==> src/hdl/ppw_defs.svh <==
`ifndef PPW_DEFS_SVH
`define PPW_DEFS_SVH

`define PPW_CTRL_OFS       12'h000
`define PPW_STAT_OFS       12'h004

`define PPW_CTRL_RESET     16'h0000
`define PPW_CTRL_WMASK     16'hF77F

`define PPW_BIT_WREN       15
`define PPW_BIT_RDEN       14
`define PPW_BIT_BE1EN      13
`define PPW_BIT_BE0EN      12
`define PPW_BIT_WAIT_HI    10
`define PPW_BIT_WAIT_LO    9
`define PPW_BIT_HOLD       8
`define PPW_BIT_ADDR_HI    6
`define PPW_BIT_ADDR_LO    0

`define PPW_STAT_BIT_BUSY  0
`define PPW_STAT_BIT_STRB  1

`define PPW_CLK_PERIOD_NS  10
`define PPW_TCY_NS         40
`define PPW_TCY_CLKS       (`PPW_TCY_NS / `PPW_CLK_PERIOD_NS)
`define PPW_HALF_TCY_CLKS  (`PPW_TCY_CLKS / 2)
`define PPW_QTR_TCY_CLKS   (`PPW_TCY_CLKS / 4)

`endif

==> src/hdl/ppw_pkg.sv <==
package ppw_pkg;

   typedef struct packed {
      logic       write_strobe_pin_enable;
      logic       rdwr_strobe_pin_enable;
      logic       high_byte_enable_pin_enable;
      logic       low_byte_enable_pin_enable;
      logic       unused_11;
      logic [1:0] latch_strobe_wait_field;
      logic       address_hold_wait_bit;
      logic       unused_7;
      logic [6:0] upper_address_pin_enables;
   } ppw_ctrl_t;

   typedef struct packed {
      logic       enable_strobe;
      logic       read_strobe;
      logic       write_strobe;
      logic       high_byte_select;
      logic       low_byte_select;
      logic [6:0] upper_address;
   } ppw_port_drive_t;

   typedef enum logic [1:0] {
      PPW_LATCH_IDLE   = 2'b00,
      PPW_LATCH_STROBE = 2'b01,
      PPW_LATCH_HOLD   = 2'b10
   } ppw_latch_state_t;

endpackage

==> src/hdl/ppw_top.sv <==
// Overview of operation
// - Read and write strobe pins serve the port only while the strobe enable is set.
// - High byte select pin serves the port only while its enable bit is set.
// - Low byte select pin serves the port only while its enable bit is set.
// - Two-bit wait field sets latch strobe width: one half to three and a half Tcy.
//
// Implementation choices: the register offsets and the APB register port.
`timescale 1ns/10ps
`include "ppw_defs.svh"
module ppw_top
   import ppw_pkg::*;
(
   input  wire logic        pclk,
   input  wire logic        presetn,
   input  wire logic        ce,
   input  wire logic        psel,
   input  wire logic        penable,
   input  wire logic        pwrite,
   input  wire logic [11:0] paddr,
   input  wire logic [31:0] pwdata,
   output logic      [31:0] prdata,
   output logic             pready,
   output logic             pslverr,
   input  wire logic        eng_enable_strobe,
   input  wire logic        eng_read_strobe,
   input  wire logic        eng_write_strobe,
   input  wire logic        eng_high_byte,
   input  wire logic        eng_low_byte,
   input  wire logic [6:0]  eng_upper_address,
   input  wire logic        latch_start,
   input  wire logic [11:0] gpio_out,
   input  wire logic [11:0] gpio_oe,
   output logic      [11:0] pin_out,
   output logic      [11:0] pin_oe,
   output logic             latch_strobe,
   output logic             latch_busy,
   output logic             latch_done
);

   ////////////////////////////////////////////////////////////////////////////////
   ppw_ctrl_t       ctrl;
   ppw_port_drive_t drive;
   logic            access;
   logic            hit_ctrl;
   logic            hit_stat;
   logic [31:0]     next_prdata;
   logic [11:0]     port_own;
   logic            timer_strobe;
   logic            timer_busy;
   logic            timer_done;

   assign access   = psel & penable & pready;
   assign hit_ctrl = (paddr == `PPW_CTRL_OFS);
   assign hit_stat = (paddr == `PPW_STAT_OFS);

   ////////////////////////////////////////////////////////////////////////////////
   // The slave answers one cycle into the access phase.
   always_ff @(posedge pclk or negedge presetn) begin
      if (!presetn) begin
         pready <= 1'b0;
      end else if (ce) begin
         pready <= psel & penable & ~pready;
      end
   end

   // Unmapped addresses answer with an error and zero data.
   always_ff @(posedge pclk or negedge presetn) begin
      if (!presetn) begin
         pslverr <= 1'b0;
      end else if (ce) begin
         pslverr <= psel & penable & ~pready & ~hit_ctrl & ~hit_stat;
      end
   end

   always_comb begin
      next_prdata = 32'h00000000;
      if (hit_ctrl) begin
         next_prdata[15:0] = ctrl & `PPW_CTRL_WMASK;
      end else if (hit_stat) begin
         next_prdata[`PPW_STAT_BIT_BUSY] = timer_busy;
         next_prdata[`PPW_STAT_BIT_STRB] = timer_strobe;
      end
   end

   always_ff @(posedge pclk or negedge presetn) begin
      if (!presetn) begin
         prdata <= 32'h00000000;
      end else if (ce) begin
         if (psel & penable & ~pready & ~pwrite) begin
            prdata <= next_prdata;
         end else begin
            prdata <= 32'h00000000;
         end
      end
   end

   // Control register write; unimplemented bits stay zero.
   always_ff @(posedge pclk or negedge presetn) begin
      if (!presetn) begin
         ctrl <= `PPW_CTRL_RESET;
      end else if (ce) begin
         if (access & pwrite & hit_ctrl) begin
            ctrl <= pwdata[15:0] & `PPW_CTRL_WMASK;
         end
      end
   end

   ////////////////////////////////////////////////////////////////////////////////
   assign drive.enable_strobe    = eng_enable_strobe;
   assign drive.read_strobe      = eng_read_strobe;
   assign drive.write_strobe     = eng_write_strobe;
   assign drive.high_byte_select = eng_high_byte;
   assign drive.low_byte_select  = eng_low_byte;
   assign drive.upper_address    = eng_upper_address;

   // Pin order: enable strobe, read strobe, write strobe, high, low, upper address.
   assign port_own[11] = ctrl.write_strobe_pin_enable;
   assign port_own[10] = ctrl.rdwr_strobe_pin_enable;
   assign port_own[9]  = ctrl.rdwr_strobe_pin_enable;
   assign port_own[8]  = ctrl.high_byte_enable_pin_enable;
   assign port_own[7]  = ctrl.low_byte_enable_pin_enable;
   assign port_own[6:0] = ctrl.upper_address_pin_enables;

   ppw_pin_mux #(
      .NPINS(12)
   ) u_mux (
      .pclk      (pclk),
      .presetn   (presetn),
      .ce        (ce),
      .port_own  (port_own),
      .port_value(drive),
      .gpio_out  (gpio_out),
      .gpio_oe   (gpio_oe),
      .pin_out   (pin_out),
      .pin_oe    (pin_oe)
   );

   ////////////////////////////////////////////////////////////////////////////////
   // latch strobe width
   ppw_latch_timer #(
      .CW(5)
   ) u_latch (
      .pclk      (pclk),
      .presetn   (presetn),
      .ce        (ce),
      .start     (latch_start),
      .wait_field(ctrl.latch_strobe_wait_field),
      .hold_bit  (ctrl.address_hold_wait_bit),
      .strobe    (timer_strobe),
      .busy      (timer_busy),
      .done      (timer_done)
   );

   assign latch_strobe = timer_strobe;
   assign latch_busy   = timer_busy;
   assign latch_done   = timer_done;

endmodule

==> src/hdl/ppw_pin_mux.sv <==
`timescale 1ns/10ps
module ppw_pin_mux
   import ppw_pkg::*;
#(
   parameter int NPINS = 12
) (
   input  wire logic             pclk,
   input  wire logic             presetn,
   input  wire logic             ce,
   input  wire logic [NPINS-1:0] port_own,
   input  wire logic [NPINS-1:0] port_value,
   input  wire logic [NPINS-1:0] gpio_out,
   input  wire logic [NPINS-1:0] gpio_oe,
   output logic      [NPINS-1:0] pin_out,
   output logic      [NPINS-1:0] pin_oe
);

   // Each pin is either driven by the port or handed back to general purpose use.
   genvar i;
   generate
      for (i = 0; i < NPINS; i = i + 1) begin : g_pin
         always_ff @(posedge pclk or negedge presetn) begin
            if (!presetn) begin
               pin_out[i] <= 1'b0;
               pin_oe[i]  <= 1'b0;
            end else if (ce) begin
               pin_out[i] <= port_own[i] ? port_value[i] : gpio_out[i];
               pin_oe[i]  <= port_own[i] ? 1'b1 : gpio_oe[i];
            end
         end
      end
   endgenerate

endmodule

==> src/hdl/ppw_latch_timer.sv <==
`timescale 1ns/10ps
`include "ppw_defs.svh"
module ppw_latch_timer
   import ppw_pkg::*;
#(
   parameter int CW = 5
) (
   input  wire logic       pclk,
   input  wire logic       presetn,
   input  wire logic       ce,
   input  wire logic       start,
   input  wire logic [1:0] wait_field,
   input  wire logic       hold_bit,
   output logic            strobe,
   output logic            busy,
   output logic            done
);

   ppw_latch_state_t state;
   logic [CW-1:0]    count;
   logic [CW-1:0]    width_clks;
   logic [CW-1:0]    hold_clks;

   // Strobe width is (2*field+1) half instruction cycles.
   assign width_clks = CW'((2 * int'(wait_field) + 1) * `PPW_HALF_TCY_CLKS);
   assign hold_clks  = hold_bit ? CW'(`PPW_TCY_CLKS + `PPW_QTR_TCY_CLKS)
                                : CW'(`PPW_QTR_TCY_CLKS);

   always_ff @(posedge pclk or negedge presetn) begin
      if (!presetn) begin
         state  <= PPW_LATCH_IDLE;
         count  <= '0;
         strobe <= 1'b0;
         busy   <= 1'b0;
         done   <= 1'b0;
      end else if (ce) begin
         done <= 1'b0;
         unique case (state)
            PPW_LATCH_IDLE: begin
               if (start) begin
                  state  <= PPW_LATCH_STROBE;
                  count  <= width_clks - CW'(1);
                  strobe <= 1'b1;
                  busy   <= 1'b1;
               end
            end
            PPW_LATCH_STROBE: begin
               if (count == '0) begin
                  state  <= PPW_LATCH_HOLD;
                  count  <= hold_clks - CW'(1);
                  strobe <= 1'b0;
               end else begin
                  count <= count - CW'(1);
               end
            end
            PPW_LATCH_HOLD: begin
               if (count == '0) begin
                  state <= PPW_LATCH_IDLE;
                  busy  <= 1'b0;
                  done  <= 1'b1;
               end else begin
                  count <= count - CW'(1);
               end
            end
            default: begin
               state  <= PPW_LATCH_IDLE;
               strobe <= 1'b0;
               busy   <= 1'b0;
            end
         endcase
      end
   end

endmodule

==> config.mk <==
export PLATFORM = sky130hd
export DESIGN_NAME = ppw_top
export DESIGN_NICKNAME = d
export VERILOG_FILES = /design/src/hdl/ppw_pkg.sv /design/src/hdl/ppw_top.sv /design/src/hdl/ppw_pin_mux.sv /design/src/hdl/ppw_latch_timer.sv
export VERILOG_INCLUDE_DIRS = /design/src /design/src/hdl
export SDC_FILE = /design/constraint.sdc
export NUM_CORES = 1
export LEC_CHECK = 0
export BUFFER_PORTS_ARGS = -buffer_cell sky130_fd_sc_hd__buf_2
export CAP_MARGIN = 10
export CELL_PAD_IN_SITES_DETAIL_PLACEMENT = 1
export CELL_PAD_IN_SITES_GLOBAL_PLACEMENT = 1
export CORE_MARGIN = 1.5
export CORE_UTILIZATION = 37
export DETAILED_ROUTE_END_ITERATION = 8
export PLACE_DENSITY = 0.88
export SKIP_LAST_GASP = 1
export SLEW_MARGIN = 15
export SYNTH_ARGS = -nofsm -noshare
export SYNTH_HDL_FRONTEND = slang
export SYNTH_SLANG_ARGS = --single-unit
==> constraint.sdc <==
create_clock -name pclk -period 4.5 [get_ports pclk]
set_clock_uncertainty 0.1 [all_clocks]
set_input_delay 0.225 -clock pclk [delete_from_list [all_inputs] [get_ports pclk]]
set_output_delay 0.225 -clock pclk [all_outputs]
set_load 0.05 [all_outputs]
==> flow_summary.ini <==
[clock_network]
clock-root-buffer = sky130_fd_sc_hd__clkbuf_8
worst_skew_pair.late_latency_ns = 0.34
postCtsSetupRepairBufs = 0
cts_inserted_buffers = 9
cts_buffer_depth = 2
cts.sinks = 64
tritoncts = done
worst_setup_hold_path_clk_slew_ns = 0.08
ctsHtreeMaxLevel = 3

[floorplan]
ios = 148
start_util_pct = 38.4
number_of_standard_cell_rows_in_the_floorplan = 32
die_height_um = 92.8
fp.dieW_um = 92.8
die-area_mm2 = 0.00861
core_area_mm2 = 0.00777

[synth]
synthTopCellsByCount = 64 x sky130_fd_sc_hd__dfrtp_1, 43 x sky130_fd_sc_hd__nor2_1, 28 x sky130_fd_sc_hd__a21oi_1
ys.warnings.count = 0
synth_enable_flop_cells = 0
synth_flop_cell = sky130_fd_sc_hd__dfrtp_1
netlist-cell-type-count = 43
post_synth_main_area_contributors = sky130_fd_sc_hd__dfrtp_1 54%, sky130_fd_sc_hd__nor2_1 5.4%, sky130_fd_sc_hd__mux2_4 5.0%
synth_area_leader_cell = sky130_fd_sc_hd__dfrtp_1
ys_seq_elements = 64
synth.yosys.seq_area_share_pct = 53.7
synth_most_common_cell = sky130_fd_sc_hd__dfrtp_1
post_synth.cell_area_avg_um2 = 11.5
async_reset_ff_share_pct = 100
synthDominantCellAreaShare_pct = 53.7
synth_cells = 260
synthesized_cell_area_mm2 = 0.00298

[grt]
use_met1_pct = 20.6
grt_pass1_vias = 2621
grt_use_total_pct = 18.3
grt_start_max_net_pins = 65
initial_antenna_violation_count = 1
grt_first_pass_wirelength_um = 12200
grt_use_met3_pct = 4.52
grt_overflow_total = 0
gr-usage-met2_pct = 32.8
globalRoute.busiestLayer = met2

[worst_hold_path]
end_point_of_the_most_critical_hold_path = ctrl[0]
hold_start = pwdata[0]
whs_path_depth = 2
hold_class = primary input to flop

[routing]
first_iter_violations = 34
routed_wirelength_um = 7630
antenna_left = 0
remaining_drc_errors = 0
viasPerCell = 4.94
drt_pre_antenna_iters = 4
wire_per_inst_um = 15.9
dr_total_vias = 2366

[place]
placement.setup.worst_slack_ns = 2.09
dp_cells = 461
numPortBuffers = 111
dp_hpwl_um = 5440
routabilityCongestion = 0.792
dpl_cell_area_mm2 = 0.00354

[layout]
layout-drive-gt1-share_pct = 39.9
finish.instance_area_mm2 = 0.00375
finalCoreUtilization_pct = 48.2
fillCellCount = 903
layout.nets = 463
flow.area_growth_from_synthesis_pct = 25.6
final-instance-count-excl-fill = 479

[worst_setup_path]
cp_slowest_cell = sky130_fd_sc_hd__a2111oi_2
worst_r2r_endpoint = u_latch.count[3]
cpPeakStageDelay_ns = 0.86
cp.required_ns = 4.62
crit_path_cell_trace = inv_1, ha_1, nor4b_1, a2111oi_2, o21ai_1, a32o_1
worst-setup-path-type = flop to flop
worst_setup_path_start_kind = flop
worstReg2RegStart = u_latch.count[0]
r2r.worst_path.cells = 6
crit_family = compound AO/OA/AOI/OAI gates
r2r_slack_ns = 2.03
cp-end-kind = flop
worst-endpoint-arrival_ns = 2.60
combined_buffer_and_inverter_count_along_the_critical_path = 1
cp_max_fo = 9

[timing]
post-route-min-period_ns = 2.47
timing.fmax_mhz = 404
final_hold_viol_count = 0
setup-tns-final_ns = 0
final.hold.worst_slack_ns = 0.0168
slew_headroom_pct = 22.6
grt_setup_unrepaired = false
setup_viol = 0
layout_setup_ws_ns = 2.03
final.period_utilization_pct = 54.9
timing.final.max_slew_violations = 0
worstMarginPinSlew_ns = 1.16

[status]
outcome = completed

[pwr]
total_power_mw = 1.65
ir_drop_uv = 266
power_density_mw_per_mm2 = 440
static-leakage-power_nw = 1.90

[flow_run]
maxCapViolations = 0
cells by family after synthesis:
kind of cell | Yosys count | synth area share (%)
AOI/OAI and AO/OA | 57 | 13.0
buffers and inverters | 37 | 7.72
DFF | 64 | 53.7
muxes | 31 | 12.4
adders and majority gates | 4 | 1.68
and+or+nand+nor | 65 | 11.1
xor gates and xnor gates | 1 | 0.294
other | 1 | 0.126
where the power goes:
group          total, mW  internal, mW  switching (mW)
Combinational      0.493         0.155           0.337
Sequential         0.670         0.627          0.0433
Clock              0.485         0.268           0.217
Total               1.65          1.05           0.597
timing repair:
item / in CTS / in global routing
endpoints found under the hold margin: 6 / 1
hold buffers: 1 / 1
gates resized for setup: 0 / 0
worst register-to-register path, stage by stage, from the launching register on:
cell and delay, ns:
sky130_fd_sc_hd__dfrtp_1 0.39, sky130_fd_sc_hd__inv_1 0.08, sky130_fd_sc_hd__ha_1 0.26, sky130_fd_sc_hd__nor4b_1 0.23, sky130_fd_sc_hd__a2111oi_2 0.86, sky130_fd_sc_hd__o21ai_1 0.20
sky130_fd_sc_hd__a32o_1 0.25
final cells by class:
| cell class | count | area [µm²] | area share [%] |
|---|---|---|---|
| Antenna cell | 1 | 2.50 | 0.0668 |
| Clock buffer | 12 | 145 | 3.87 |
| Clock inverter | 3 | 42.5 | 1.14 |
| Inverter | 6 | 22.5 | 0.601 |
| Multi-Input combinational cell | 176 | 1210 | 32.4 |
| Sequential cell | 64 | 1600 | 42.8 |
| Tap cell | 102 | 128 | 3.41 |
| Timing Repair Buffer | 115 | 591 | 15.8 |
worst max-delay path by stage:
stage	startpoint	to	slack (ns)	cells past startpoint
6_report	u_latch.count[0]	u_latch.count[3]	2.03	6
5_1_grt	u_latch.count[1]	u_latch.count[1]	1.87	6
4_1_cts	u_latch.count[0]	u_latch.count[3]	2.07	6
3_5_place_dp	u_latch.count[0]	u_latch.count[3]	2.09	6
3_3_place_gp	u_latch.count[0]	u_latch.count[3]	2.22	6
2_1_floorplan	u_latch.state[0]	u_latch.count[3]	2.37	7
cell usage in the layout, fill, tap and decap left out, types with 3 or more instances in the layout:
cell                       synthesis  routed
sky130_fd_sc_hd__a22o_1           12      12
sky130_fd_sc_hd__mux2i_1          14      14
sky130_fd_sc_hd__buf_2             0     111
sky130_fd_sc_hd__ha_1              4       4
sky130_fd_sc_hd__inv_1             5       5
sky130_fd_sc_hd__mux2_2            7       7
sky130_fd_sc_hd__mux2_4           10      10
sky130_fd_sc_hd__conb_1            1      18
sky130_fd_sc_hd__a21oi_1          28      28
sky130_fd_sc_hd__nand2_1           4       4
sky130_fd_sc_hd__nor2b_1           3       3
sky130_fd_sc_hd__nor2_1           43      43
sky130_fd_sc_hd__clkbuf_8          0      10
sky130_fd_sc_hd__nand3_1           3       3
sky130_fd_sc_hd__dfrtp_1          64      64
routing by layer:
layer	share of wire (%)	vias up
li1	-	1101
met1	41	1169
met2	51	81
met3	5.9	15
met4	2.2	0
met5	0	-
registers in the layout, summed over array words and instances (netlist names):
register        count
pslverr             1
u_latch.state       2
pready              1
u_latch.strobe      1
u_latch.busy        1
u_mux.pin_oe       12
ctrl               14
u_latch.done        1
u_mux.pin_out      12
prdata             14
u_latch.count       5
No activity file was read; power rests on OpenSTA's default activity.
